`config.mk`:
```
export PLATFORM = sky130hd
export DESIGN_NAME = rac_alarm_compare
export DESIGN_NICKNAME = d
export VERILOG_FILES = /design/src/rac_alarm_compare.v
export VERILOG_INCLUDE_DIRS = /design/src
export SDC_FILE = /design/constraint.sdc
export NUM_CORES = 1
export LEC_CHECK = 0
export ABC_CLOCK_PERIOD_IN_PS = 3100
export BUFFER_PORTS_ARGS = -buffer_cell sky130_fd_sc_hd__buf_4
export CAP_MARGIN = 20
export CORE_AREA = 3 3 84 86
export CTS_CLUSTER_SIZE = 12
export DETAILED_ROUTE_END_ITERATION = 8
export DIE_AREA = 0 0 87 89
export PLACE_DENSITY = 0.82
export REMOVE_ABC_BUFFERS = 1
export SETUP_SLACK_MARGIN = 0.1
export SLEW_MARGIN = 5
export SYNTH_ARGS = -nofsm -noshare
export SYNTH_HDL_FRONTEND = slang
export SYNTH_SLANG_ARGS = --single-unit
```
`constraint.sdc`:
```
create_clock -name clock -period 3.1 [get_ports clock]
set_clock_uncertainty 0.05 [all_clocks]
set_input_delay 0.62 -clock clock [delete_from_list [all_inputs] [get_ports clock]]
set_output_delay 0.62 -clock clock [all_outputs]
set_load 0.03 [all_outputs]
```
`src/rac_defs.vh`:
```
// rac_defs.vh: offsets, field positions, reset values of the alarm compare block
// assumes: included by rac_alarm_compare.v, word addressed avalon slave
`ifndef RAC_DEFS_VH
`define RAC_DEFS_VH

// ********************************************************************
// register word addresses
// ********************************************************************
`define RAC_ADDR_SEC 3'h0
`define RAC_ADDR_MIN 3'h1
`define RAC_ADDR_HOUR 3'h2
`define RAC_ADDR_WDAY 3'h3
`define RAC_ADDR_DATE 3'h4
`define RAC_ADDR_STATUS 3'h5
`define RAC_ADDR_MASK 3'h6

// ********************************************************************
// field positions and masks
// ********************************************************************
`define RAC_ENABLE_BIT 7
`define RAC_SEC_MASK 7'h7F
`define RAC_MIN_MASK 7'h7F
`define RAC_HOUR_MASK 7'h3F
`define RAC_WDAY_MASK 7'h07
`define RAC_DATE_MASK 7'h3F
`define RAC_FLAG_BIT 0

// ********************************************************************
// reset values
// ********************************************************************
`define RAC_ENABLE_RST 1'h0
`define RAC_FLAG_RST 1'h0
`define RAC_MASK_RST 1'h0

`endif

```
`src/rac_alarm_compare.v`:
```
// rac_alarm_compare.v: alarm registers, compare logic, flag and interrupt
// assumes: time counters arrive synchronous to clock, avalon master on clock
//
// Operation
// - compare only enabled fields; set flag when all enabled fields match together
// - second alarm: enable bit 7, tens bits 6..4, units bits 3..0, read/write
// - minute alarm: enable bit 7, tens 6..4, units 3..0, against minute counter
// - hour alarm: enable bit 7, bit 6 reads zero, tens 5..4, units 3..0
// - weekday alarm: enable bit 7, bits 6..3 read zero, code bits 2..0
// - date alarm: enable bit 7, bit 6 reads zero, tens 5..4, units 3..0
// - reset clears every compare enable bit
// - alarm value fields keep contents across reset, undefined until written
// - reserved alarm register bits always read zero
// - alarm interrupt raised when flag set and interrupt enable set
// - weekday counter uses 000 Sunday to 110 Saturday, 111 prohibited
`timescale 1ns/10ps
`default_nettype none
`include "rac_defs.vh"

module rac_alarm_compare #(
    parameter NUM_FIELDS = 5
) (
    input wire clock,
    input wire resetn,
    input wire [2:0] avs_address,
    input wire avs_read,
    input wire avs_write,
    input wire [31:0] avs_writedata,
    output reg [31:0] avs_readdata,
    output wire avs_waitrequest,
    input wire [6:0] second_counter,
    input wire [6:0] minute_counter,
    input wire [5:0] hour_counter,
    input wire [2:0] weekday_counter,
    input wire [5:0] date_counter,
    output wire alarm_flag,
    output wire alarm_irq
);

    // ****************************************************************
    // helpers
    // ****************************************************************
    function [6:0] field_mask;
        input integer idx;
        begin
            case (idx)
                0: field_mask = `RAC_SEC_MASK;
                1: field_mask = `RAC_MIN_MASK;
                2: field_mask = `RAC_HOUR_MASK;
                3: field_mask = `RAC_WDAY_MASK;
                4: field_mask = `RAC_DATE_MASK;
                default: field_mask = 7'h00;
            endcase
        end
    endfunction

    function [2:0] field_addr;
        input integer idx;
        begin
            case (idx)
                0: field_addr = `RAC_ADDR_SEC;
                1: field_addr = `RAC_ADDR_MIN;
                2: field_addr = `RAC_ADDR_HOUR;
                3: field_addr = `RAC_ADDR_WDAY;
                default: field_addr = `RAC_ADDR_DATE;
            endcase
        end
    endfunction

    // ****************************************************************
    // bus handshake
    // ****************************************************************
    reg ack_q;
    reg ack_d;
    wire req;
    wire wr_take;
    wire rd_take;

    assign req = avs_read | avs_write;
    // one wait cycle per access, answer on the second edge
    assign avs_waitrequest = req & ~ack_q;
    // write lands at the edge that ends the answer cycle
    assign wr_take = avs_write & ack_q;
    // read data loaded one edge early, stands at the answer edge
    assign rd_take = avs_read & ~ack_q;

    // ack for one cycle, then low so the next request waits again
    always @* begin
        ack_d = 1'h0;
        if (req && !ack_q) begin
            ack_d = 1'h1;
        end
    end

    always @(posedge clock or negedge resetn) begin
        if (!resetn) begin
            ack_q <= 1'h0;
        end else begin
            ack_q <= ack_d;
        end
    end

    // ****************************************************************
    // address decode
    // ****************************************************************
    wire [NUM_FIELDS-1:0] field_sel;
    wire status_sel;
    wire mask_sel;
    wire status_wr;
    wire mask_wr;

    assign status_sel = (avs_address == `RAC_ADDR_STATUS);
    assign mask_sel = (avs_address == `RAC_ADDR_MASK);
    assign status_wr = wr_take & status_sel;
    assign mask_wr = wr_take & mask_sel;

    // ****************************************************************
    // alarm registers
    // ****************************************************************
    wire [6:0] counter_vec [0:NUM_FIELDS-1];
    assign counter_vec[0] = second_counter;
    assign counter_vec[1] = minute_counter;
    assign counter_vec[2] = {1'h0, hour_counter};
    assign counter_vec[3] = {4'h0, weekday_counter};
    assign counter_vec[4] = {1'h0, date_counter};

    wire [NUM_FIELDS-1:0] enable_vec;
    wire [NUM_FIELDS-1:0] field_hit;
    wire [NUM_FIELDS-1:0] field_moved;
    wire [7:0] field_rd [0:NUM_FIELDS-1];

    genvar g;
    generate
        for (g = 0; g < NUM_FIELDS; g = g + 1) begin : gen_field
            reg enable_q;
            reg enable_d;
            reg [6:0] value_q;
            reg [6:0] value_d;
            reg [6:0] count_last_q;
            wire sel;
            wire [6:0] value_cut;
            wire [6:0] count_cut;

            assign field_sel[g] = (avs_address == field_addr(g));
            assign sel = wr_take & field_sel[g];
            // only implemented value bits take part
            assign value_cut = value_q & field_mask(g);
            assign count_cut = counter_vec[g] & field_mask(g);

            always @* begin
                enable_d = enable_q;
                value_d = value_q;
                if (sel) begin
                    enable_d = avs_writedata[`RAC_ENABLE_BIT];
                    value_d = avs_writedata[6:0] & field_mask(g);
                end
            end

            always @(posedge clock or negedge resetn) begin
                if (!resetn) begin
                    enable_q <= `RAC_ENABLE_RST;
                end else begin
                    enable_q <= enable_d;
                end
            end

            // value kept across reset
            always @(posedge clock) begin
                value_q <= value_d;
            end

            // last counter value, for change detection
            always @(posedge clock or negedge resetn) begin
                if (!resetn) begin
                    count_last_q <= 7'h0;
                end else begin
                    count_last_q <= count_cut;
                end
            end

            assign enable_vec[g] = enable_q;
            assign field_moved[g] = (count_cut != count_last_q);
            // reserved bits forced to zero
            assign field_rd[g] = {enable_q, value_cut};
            // disabled field always agrees
            assign field_hit[g] = ~enable_q | (value_cut == count_cut);
        end
    endgenerate

    // ****************************************************************
    // match, flag and interrupt
    // ****************************************************************
    reg match_last_q;
    reg flag_q;
    reg flag_d;
    reg irq_en_q;
    reg irq_en_d;
    wire time_changed;
    wire match_now;
    wire match_rise;
    wire set_flag;
    wire clr_flag;

    // any counter moved since the last edge
    assign time_changed = |field_moved;
    assign match_now = (|enable_vec) & (&field_hit);
    assign match_rise = match_now & ~match_last_q;
    // evaluated on every counter change
    assign set_flag = match_rise | (match_now & time_changed);
    assign clr_flag = status_wr & avs_writedata[`RAC_FLAG_BIT];

    // set wins over clear
    always @* begin
        flag_d = flag_q;
        if (set_flag) begin
            flag_d = 1'h1;
        end else if (clr_flag) begin
            flag_d = 1'h0;
        end
    end

    always @* begin
        irq_en_d = irq_en_q;
        if (mask_wr) begin
            irq_en_d = avs_writedata[`RAC_FLAG_BIT];
        end
    end

    always @(posedge clock or negedge resetn) begin
        if (!resetn) begin
            match_last_q <= 1'h0;
            flag_q <= `RAC_FLAG_RST;
            irq_en_q <= `RAC_MASK_RST;
        end else begin
            match_last_q <= match_now;
            flag_q <= flag_d;
            irq_en_q <= irq_en_d;
        end
    end

    assign alarm_flag = flag_q;
    assign alarm_irq = flag_q & irq_en_q;

    // ****************************************************************
    // read data
    // ****************************************************************
    reg [31:0] rd_d;
    reg [31:0] readdata_d;
    integer i;

    // unmapped address falls through to zero
    always @* begin
        rd_d = 32'h0;
        for (i = 0; i < NUM_FIELDS; i = i + 1) begin
            if (field_sel[i]) begin
                rd_d = {24'h0, field_rd[i]};
            end
        end
        if (status_sel) begin
            rd_d = {31'h0, flag_q};
        end
        if (mask_sel) begin
            rd_d = {31'h0, irq_en_q};
        end
    end

    always @* begin
        readdata_d = avs_readdata;
        if (rd_take) begin
            readdata_d = rd_d;
        end
    end

    always @(posedge clock or negedge resetn) begin
        if (!resetn) begin
            avs_readdata <= 32'h0;
        end else begin
            avs_readdata <= readdata_d;
        end
    end

endmodule
`default_nettype wire

```
## Word level (Yosys, flattened, before mapping)

Cells that the tools add are included.

- Bits in registers: 99
- Logic and storage cells: 82

- Mux-type cells: 10
- Bitwise logic cells: 29
- Reduce and logical (&&, ||, !) cells: 7
- Equality and inequality tests: 16

Operators with widths:

| operator | number |
|---|---|
| two-way mux 8 bit | 7 |
| bitwise AND 1 bit | 15 |
| equality test 7 bit | 2 |
| inequality test 7 bit | 2 |
| equality test 6 bit | 2 |
| inequality test 6 bit | 2 |
| OR reduction 5 bit | 2 |
| equality test 3 bit, second input constant | 3 |
| NOT 1 bit | 7 |
| bitwise OR 1 bit | 7 |
| equality test 3 x 2 -> 1 bit, second input constant | 2 |
| AND reduction 5 bit | 1 |
| equality test 3 x 1 -> 1 bit, second input constant | 1 |
| equality test 3 bit | 1 |
| logical NOT 3 bit | 1 |
| two-way mux 1 bit | 3 |
| inequality test 3 bit | 1 |
| nonzero test 2 bit | 1 |
| logical AND 1 bit | 1 |
| logical NOT 1 bit | 1 |

## Longest topological paths before layout

Gate-level depths: netlist of the first run.

- Depth after elaboration: 8
- Depth in mapped cells: 7
- Mapped depth without buffers: 5

## Worst setup path after synthesis of the first run

No wires, ideal clock.

- Path kind: in2reg
- Start: input port avs_address[0]
- End: register gen_field[0].enable_q
- Cell stages on the path: 4
- Arrival: 1.699 ns
- Slack: 1.226 ns
- Path through: buf_6 > buf_4 > nor3_2 > mux2_2

- Cells in the longest elaborated chain, start to end: 2

Ends and longest elaborated chain:

| item | line | text |
|---|---|---|
| from (decl) | rac_alarm_compare.v:25 | `input wire [2:0] avs_address,` |
| logical NOT 3 bit | rac_alarm_compare.v:144 | `assign field_sel[g] = (avs_address == field_addr(g));` |
| bitwise AND 1 bit | rac_alarm_compare.v:145 | `assign sel = wr_take & field_sel[g];` |
| named net gen_field[0].sel | rac_alarm_compare.v:140 | `wire sel;` |
| to (signal assigned) | rac_alarm_compare.v:161 | `` enable_q <= `RAC_ENABLE_RST; `` |
| to (signal assigned) | rac_alarm_compare.v:163 | `enable_q <= enable_d;` |
| to (decl) | rac_alarm_compare.v:135 | `reg enable_q;` |

The timed path passes the listed nets, and every way through them passes these cells.
A chain may end at the register's enable or synchronous reset.

## Worst setup path in the final report of the first run

- Start: input port avs_address[2]
- End: register gen_field[0].value_q[2] (enable)

- Cells in the longest elaborated chain, start to end: 2

Ends and longest elaborated chain:

| item | line | text |
|---|---|---|
| logical NOT 3 bit | rac_alarm_compare.v:144 |  |
| bitwise AND 1 bit | rac_alarm_compare.v:145 |  |
| named net gen_field[0].sel | rac_alarm_compare.v:140 |  |
| to (signal assigned) | rac_alarm_compare.v:169 | `value_q <= value_d;` |
| to (decl) | rac_alarm_compare.v:137 | `reg [6:0] value_q;` |

The timed path passes the listed nets, and every way through them passes these cells.

==> results of run 1 <==
## logic make-up after synthesis
logic type / Yosys count / synth area share [%]
other: 1 / 0.109
buffers and inverters: 31 / 6.41
XOR/XNOR: 58 / 14.8
multiplexers: 14 / 5.50
AO/OA/AOI/OAI: 31 / 6.16
AND/OR/NAND/NOR: 49 / 8.13
flip-flops: 75 / 58.9
## path summary, 6_finish.rpt
check / to / from / slack (ns) / depth (start not counted)
worst min-delay path: gen_field[3].count_last_q[1] / resetn / 0.23 / 1
worst min register to register: avs_readdata[6] / avs_readdata[6] / 0.44 / 2
min in group clock: gen_field[0].count_last_q[6] / second_counter[6] / 0.36 / 1
worst max-delay path: gen_field[0].value_cut[2] / avs_address[2] / 1.28 / 5
worst max register to register: alarm_flag / gen_field[0].value_cut[0] / 1.41 / 5
max in group asynchronous: gen_field[1].count_last_q[1] / resetn / 2.36 / 1
## flip-flops by register name, summed over array words and instances, names as in the netlist
name	cells
gen_field.count_last_q	29
gen_field.value_q	15
gen_field.value_cut	14
avs_readdata	8
gen_field.enable_q	5
ack_q	1
alarm_flag	1
irq_en_q	1
match_last_q	1
## worst register-to-register path: stages (launching register included)
cell      delay, ns
edfxtp_1       0.44
xnor2_1        0.23
nand4_1        0.11
o41ai_1        0.26
nand3_1        0.19
o31ai_1        0.31
## layer usage
metal,wire length [um],part of all wire (%)
met1,2970,40
met2,3720,50
met3,577,7.8
met4,171,2.3
met5,0,0
## metrics by stage
step           hold WS [ns]  cell area (sq um)
6_report              0.226               4030
3_5_place_dp          0.421               3830
2_1_floorplan         0.274               3310
4_1_cts               0.242               4030
5_1_grt               0.283               4030
3_3_place_gp          0.415               3830
## where the power goes
| group | internal [mW] | switching (mW) | total, mW |
|---|---|---|---|
| clock network | 0.416 | 0.337 | 0.754 |
| logic | 0.160 | 0.229 | 0.389 |
| registers | 1.10 | 0.0518 | 1.15 |
| total | 1.68 | 0.618 | 2.29 |
## placed cells by master (no fill, tap or decap), drive strengths merged, types with 3 or more instances in the layout
cell type,synthesis,final
nand4,8,8
edfxtp,29,29
nand3,4,4
nor4,6,6
nand2b,3,3
o31ai,5,5
nor2,5,5
nand2,13,13
o41ai,3,3
dfrtp,46,46
nor3,3,3
mux2i,5,5
a22oi,6,6
xor2,33,33
o21ai,12,12
mux2,6,6
nor2b,3,3
clkbuf,1,14
xnor2,25,25
mux4,3,3
conb,1,24
buf,28,57
## final cells by class
type                       count  area (sq um)  share of cell area, %
clock inverter                 2          35.0                  0.870
timing repair buffer          57           428                   10.6
sequential                    75          2020                   50.2
tap                           77          96.3                   2.39
clock buffer                  14           163                   4.04
multi-input combinational    176          1280                   31.7
inverter                       2          7.51                  0.186
==> key figures, run 1 <==
CTS
  – Clock buffer depth: 2
  – Root Driver: clkbuf_8
  – Hold_buf cts: 0
  – H-tree depth: 3
  – CTS buffer count: 9
  – Clk Latency, worst-skew pair: 0.34 ns
  – Setup bufs post-CTS: 0
  – Worst-path clk slew: 0.07 ns
  – Post-cts sizing count: 0
  – Clock sink count: 75
  – TritonCTS clock tree: done

Setup path
  – Crit Path Category: input pin to register
  – Crit-path most repeated cell: buf_4
  – Crit-path leading delay family: simple AND/OR/NAND/NOR gates
  – Crit-path max FO: 10
  – CP Capture Type: register
  – Worst setup SP type: input pin
  – CP arrival: 1.83 ns
  – Slowest CP cell: nor3_2
  – WP buf/inv: 3
  – Worst stage delay on the critical path: 0.45 ns
  – Crit path cell chain: buf_4 -> inv_2 -> nand3_1 -> nor3_2 -> buf_4
  – Required time worst endpoint: 3.11 ns

Synth
  – Average size of a mapped cell: 13.3 sq um
  – Register area share after synthesis: 58.9%
  – Async SR Flop Fraction: 61.3%
  – Distinct cells, synth: 37
  – Number of synthesized flops with an enable pin: 29
  – Synth area leaders: dfrtp_1 (34%), edfxtp_1 (25%), xor2_1 (8.4%)
  – Post-Syn Instances: 259
  – Top FF cell, synth: dfrtp_1
  – Post-Syn Area: 3430 sq um
  – Biggest area consumer among synthesized cells: dfrtp_1
  – #FFs+latches synth: 75
  – Top cells by count, synth: dfrtp_1 (46), xor2_1 (33), edfxtp_1 (29)
  – YS warnings: 0
  – Count leader, synth: dfrtp_1
  – Post-synth top area share: 33.5%

Power
  – Pwr Total: 2.29 mW
  – Power per cell area: 570 nW/um^2
  – Peak supply drop: 0.000385 V
  – Static leakage: 1.67 nW

Drt
  – DRC violations left: 0
  – DR pass1 iterations: 4
  – Vias: 2,169
  – Routed wire per std cell: 18.5 um
  – Final WL: 7440 um
  – DRT iter0 DRCs: 184
  – Routed Antenna Nets: 0
  – Number of vias per cell: 5.38

STA
  – Worst-margin pin slew: 0.597 ns
  – FMAX: 0.549 GHz
  – Final Hold Viols: 0
  – Crit path time final: 1.82 ns
  – Final setup viols: 0
  – Setup TNS Final: 0 ns
  – RSZ-0062 raised after global routing: false
  – Worst slew margin: 60.2%
  – Final Slew Violations: 0
  – Fin crit share: 58.8%
  – Fin worst setup slack: 1.28 ns

Global route
  – GR Util met3: 4.24%
  – Total routing usage reported by global routing: 20.4%
  – Initial antenna violation count: 0
  – Largest net degree at the start of global routing: 47
  – Vias in the first global route: 2,165
  – GRT overflow: 0
  – Met1 GRT Util: 26.4%
  – First-pass GRT wire length: 11,300 um
  – Top Usage Layer GRT: met2
  – Global-route track usage on met2: 32.8%

Layout
  – # diodes: 0
  – Nets: 389
  – Layout cells sized above 1: 25.8%
  – Final core occ: 63.4%
  – Synth-to-layout area growth: 17.3%
  – Fill count: 481
  – Final cell count without fillers: 403

Placed design
  – Cells after DPL: 387
  – Placement Setup Slack: 0.942 ns
  – Post-detail-place hpwl: 5620 um
  – GP Congestion: 0.865
  – I/O Buffers: 54

Floorplanning
  – Ports: 103
  – # rows: 29
  – Die W: 87 um
  – Die Span Y: 89 um
  – Initial core utilization: 54.1%
  – Die footprint: 7740 sq um
  – Core box area: 6350 sq um

Worst hold path
  – Class of the worst hold path: input pin to async pin

Run
  – Maxcap violations: 0

Status
  – Status: finished clean
Power figures use the tool's default switching activity.
==> run 2, diff against run 1 <==
Settings changed: ABC_CLOCK_PERIOD_IN_PS 3100 to 1600, CORE_AREA 3 3 84 86 to 3 3 91 93, DIE_AREA 0 0 87 89 to 0 0 94 96, PLACE_DENSITY 0.82 to 0.74.
Clock period 3.1 ns to 1.6 ns, I/O delays scaled along.
==> key figures, run 2 (synthesized netlist as in run 1, its figures left out) <==
Layout
  – Layout cells sized above 1: 35.9%
  – Final core occ: 57.9%
  – # diodes: 0
  – Post-route cell area: 4400 sq um
  – Final cell count without fillers: 461
  – Nets: 422
  – Synth-to-layout area growth: 28.2%
  – Commonest non-fill, non-tap cells in the layout: buf_4 (89), dfrtp_1 (45), xor2_1 (33)
  – Fill count: 619
  – Max FFs per register: 29
  – Commonest non-fill, non-tap cell in the layout: buf_4
  – Biggest register: gen_field.count_last_q

Drt
  – Final WL: 7860 um
  – Vias: 2,265
  – DRT iter0 DRCs: 138
  – Routed wire per std cell: 17.0 um
  – Number of vias per cell: 4.91
  – Routed Antenna Nets: 0
  – DRC violations left: 0
  – DR pass1 iterations: 4

Setup path
  – Crit-path leading delay family: compound AO/OA/AOI/OAI gates
  – Required time worst endpoint: 1.79 ns
  – Crit Path Category: register to register
  – Crit-path max FO: 2
  – Worst stage delay on the critical path: 0.44 ns
  – WP buf/inv: 0
  – Worst setup SP type: register
  – CP Capture Type: register
  – CP arrival: 1.79 ns
  – Slowest CP cell: edfxtp_1
  – Crit path cell chain: xnor2_2 -> nand4_1 -> o41ai_2 -> nand3_1 -> o31ai_1

CTS
  – CTS buffer count: 9
  – Clk Latency, worst-skew pair: 0.34 ns
  – Root Driver: clkbuf_8
  – Worst-path clk slew: 0.08 ns
  – Clock buffer depth: 2
  – Clock sink count: 75
  – H-tree depth: 3
  – TritonCTS clock tree: done

STA
  – Worst-margin pin slew: 0.573 ns
  – Crit path time final: 1.60 ns
  – FMAX: 0.626 GHz
  – Worst hold slack: 0.0659 ns
  – Fin crit share: 99.8%
  – Final Slew Violations: 0
  – Final setup viols: 0
  – RSZ-0062 raised after global routing: true
  – Worst slew margin: 61.8%
  – Final Hold Viols: 0

Placed design
  – Post-detail-place hpwl: 6080 um
  – Placed cell area: 4080 sq um
  – GP Congestion: 0.859
  – Cells after DPL: 441
  – I/O Buffers: 54

Floorplanning
  – Die W: 94 um
  – Core box area: 7610 sq um
  – # rows: 32
  – Die footprint: 9020 sq um
  – Die Span Y: 96 um
  – Ports: 103
  – Initial core utilization: 45.1%

Power
  – Peak supply drop: 0.000422 V
  – Static leakage: 1.87 nW
  – Power per cell area: 1070 nW/um^2
  – Pwr Total: 4.72 mW

Global route
  – First-pass GRT wire length: 12,000 um
  – Initial antenna violation count: 0
  – GRT overflow: 0
  – Vias in the first global route: 2,311
  – Total routing usage reported by global routing: 18.3%
  – Largest net degree at the start of global routing: 47

Worst hold path
  – Class of the worst hold path: input pin to register

Run
  – Maxcap violations: 0

Status
  – Status: finished clean
run 2: routing by layer:
layer  share of wire (%)  vias up  track usage (%)
met5                   0        -                0
met4                 2.2        0             8.54
met3                 5.3       16             3.52
met2                  52       76             30.8
met1                  41     1108             22.8
li1                    -     1065                -
run 2: final timing paths:
| check | start | endpoint | slack, ns | depth (start not counted) |
|---|---|---|---|---|
| hold / removal | hour_counter[3] | gen_field[2].count_last_q[3] | 0.07 | 1 |
| setup reg to reg | gen_field[1].value_cut[5] | alarm_flag | 0.004 | 5 |
| hold reg to reg | ack_q | ack_q | 0.43 | 1 |
| setup / recovery | gen_field[1].value_cut[5] | alarm_flag | 0.004 | 5 |
| min in group asynchronous | resetn | gen_field[0].count_last_q[5] | 0.47 | 2 |
| max in group asynchronous | resetn | ack_q | 0.61 | 2 |
run 2: what timing repair did:
| item | 4_1_cts | 5_1_grt |
|---|---|---|
| resized for setup | 6 | 6 |
| setup buffers | 1 | 2 |
| pin swaps | 3 | 1 |
| setup endpoints to repair | 3 | 17 |
| hold endpoints to repair | 46 | 0 |
| hold buffers | 1 | 0 |
run 2: worst register-to-register path: cells and delay by family, from the launching register on:
kind            cells  cell delay [ns]
compound gates      2             0.49
xor+xnor            1             0.20
flops               1             0.44
simple gates        2             0.32
run 2: power breakdown:
part	internal, mW	total, mW	switching, mW
combinational	0.380	0.856	0.476
clock	0.962	1.62	0.659
sequential	2.13	2.24	0.107
total	3.47	4.72	1.24
run 2: area by class of cell:
cell class | instances | area (sq um) | area share [%]
Timing Repair Buffer | 90 | 678 | 15.4
Tap cell | 102 | 128 | 2.90
Inverter | 2 | 7.51 | 0.171
Sequential cell | 75 | 2020 | 46.0
Multi-Input combinational cell | 176 | 1340 | 30.4
Clock inverter | 4 | 72.6 | 1.65
Clock buffer | 12 | 155 | 3.52
run 2: through the flow:
step / TNS (ns) / worst slack (ns)
after floorplan: 0 / 0.0334
after global placement: -0.145 / -0.145
after detailed placement: -0.262 / -0.212
after CTS: 0 / 0.0158
after global routing: -0.210 / -0.108
final: 0 / 0.00377
==> run 3, diff against run 2 <==
Settings changed: CELL_PAD_IN_SITES_DETAIL_PLACEMENT from default to 2, CELL_PAD_IN_SITES_GLOBAL_PLACEMENT from default to 2, CORE_AREA 3 3 91 93 to 3 3 111 113, DIE_AREA 0 0 94 96 to 0 0 114 116, GPL_ROUTABILITY_DRIVEN from default to 0, PLACE_DENSITY 0.74 to default, PLACE_DENSITY_LB_ADDON from default to 0.3.
==> key figures, run 3 (synthesized netlist as in run 1, its figures left out) <==
Power
  – Power per cell area: 1160 nW/um^2
  – Peak supply drop: 0.000530 V
  – Pwr Total: 5.49 mW
  – Static leakage: 2.00 nW

CTS
  – Clock buffer depth: 2
  – TritonCTS clock tree: done
  – Clk Latency, worst-skew pair: 0.33 ns
  – H-tree depth: 3
  – Clock sink count: 75
  – Root Driver: clkbuf_16
  – Worst-path clk slew: 0.06 ns
  – CTS buffer count: 9

Setup path
  – Crit Path Category: register to register
  – CP Capture Type: register
  – CP arrival: 1.84 ns
  – Required time worst endpoint: 1.76 ns
  – Worst setup SP type: register
  – Crit-path max FO: 1

Drt
  – Number of vias per cell: 4.61
  – DR pass1 iterations: 4
  – DRC violations left: 0
  – Routed wire per std cell: 20.1 um
  – Final WL: 10,300 um
  – Vias: 2,370
  – DRT iter0 DRCs: 91
  – Routed Antenna Nets: 0

Placed design
  – Cells after DPL: 492
  – Post-detail-place hpwl: 7720 um
  – Placement Setup Slack: -0.252 ns
  – I/O Buffers: 54
  – Placed cell area: 4220 sq um

Floorplanning
  – # rows: 39
  – Core box area: 11,400 sq um
  – Initial core utilization: 30.1%
  – Die Span Y: 116 um
  – Die footprint: 13,200 sq um
  – Die W: 114 um
  – Ports: 103

Layout
  – # diodes: 0
  – Layout cells sized above 1: 39.6%
  – Commonest non-fill, non-tap cell in the layout: buf_4
  – Biggest register: gen_field.count_last_q
  – Final cell count without fillers: 514
  – Fill count: 1,193
  – Nets: 434
  – Commonest non-fill, non-tap cells in the layout: buf_4 (97), dfrtp_1 (45), xor2_1 (33)
  – Max FFs per register: 29
  – Post-route cell area: 4720 sq um
  – Synth-to-layout area growth: 37.6%

Worst hold path
  – Class of the worst hold path: input pin to register

Global route
  – Largest net degree at the start of global routing: 47
  – Initial antenna violation count: 0
  – Total routing usage reported by global routing: 16.2%
  – First-pass GRT wire length: 15,600 um
  – Vias in the first global route: 2,702
  – GRT overflow: 0

STA
  – Worst slew margin: 59.6%
  – Fin crit share: 105%
  – Final setup viols: 1
  – Worst-margin pin slew: 0.606 ns
  – RSZ-0062 raised after global routing: true
  – Final Slew Violations: 0
  – Fin worst setup slack: -0.0869 ns
  – Final Hold Viols: 0
  – FMAX: 0.593 GHz
  – Crit path time final: 1.69 ns
  – Setup TNS Final: -0.0869 ns

Status
  – Status: complete, but fails checks
  – Failing checks: negative setup slack

Run
  – Maxcap violations: 0
-- run 3: power by group --
part	total (mW)	switching, mW	leakage [nW]	internal, mW
Sequential	2.24	0.108	0.813	2.14
Clock	2.30	0.798	0.171	1.51
Combinational	0.939	0.524	1.02	0.415
-- run 3: final cells by class --
type / instances / area (sq um) / area share [%]
Sequential cell: 75 / 2020 / 42.8
Multi-Input combinational cell: 176 / 1380 / 29.1
Timing Repair Buffer: 102 / 792 / 16.8
Clock buffer: 11 / 264 / 5.59
Tap cell: 143 / 179 / 3.79
Clock inverter: 5 / 82.6 / 1.75
Inverter: 2 / 7.51 / 0.159
-- run 3: what timing repair did --
| action | in CTS | in global routing |
|---|---|---|
| gates resized for setup | 15 | 7 |
| hold buffers | 1 | 0 |
| buffers inserted | 4 | 2 |
| pin swaps | 7 | 5 |
| setup endpoints to repair | 3 | 7 |
| hold endpoints to repair | 46 | 0 |
-- run 3: per-stage QoR --
step	util, %	hold WS (ns)
after CTS	41.0	0.0682
after detailed placement	36.9	0.330
final	41.4	0.0779
after floorplan	-	-0.0256
after global routing	41.4	0.0715
after global placement	36.9	0.322
-- run 3: worst paths after layout --
check / start / endpoint / slack, ns / cells after the start
setup / recovery: gen_field[2].count_last_q[1] / alarm_flag / -0.09 / 6
hold / removal: date_counter[3] / gen_field[4].count_last_q[3] / 0.08 / 1
setup reg to reg: gen_field[2].count_last_q[1] / alarm_flag / -0.09 / 6
hold reg to reg: avs_readdata[0] / avs_readdata[0] / 0.44 / 2
max in group asynchronous: resetn / gen_field[0].enable_q / 0.59 / 2
min in group asynchronous: resetn / gen_field[2].count_last_q[0] / 0.49 / 2
-- run 3: per-layer routing --
metal	share of wire (%)	track usage [%]	wire, um
met5	0	0	0
met4	1.2	4.99	127
met3	3.8	2.45	389
met2	52	29.3	5360
met1	43	20.1	4470
-- run 3: critical path, cell delays in order (launching register included) --
cell,delay [ns]
dfrtp_1,0.38
xor2_1,0.15
nor4_2,0.33
nand4_1,0.21
nor4_2,0.22
buf_4,0.17
o31ai_1,0.06
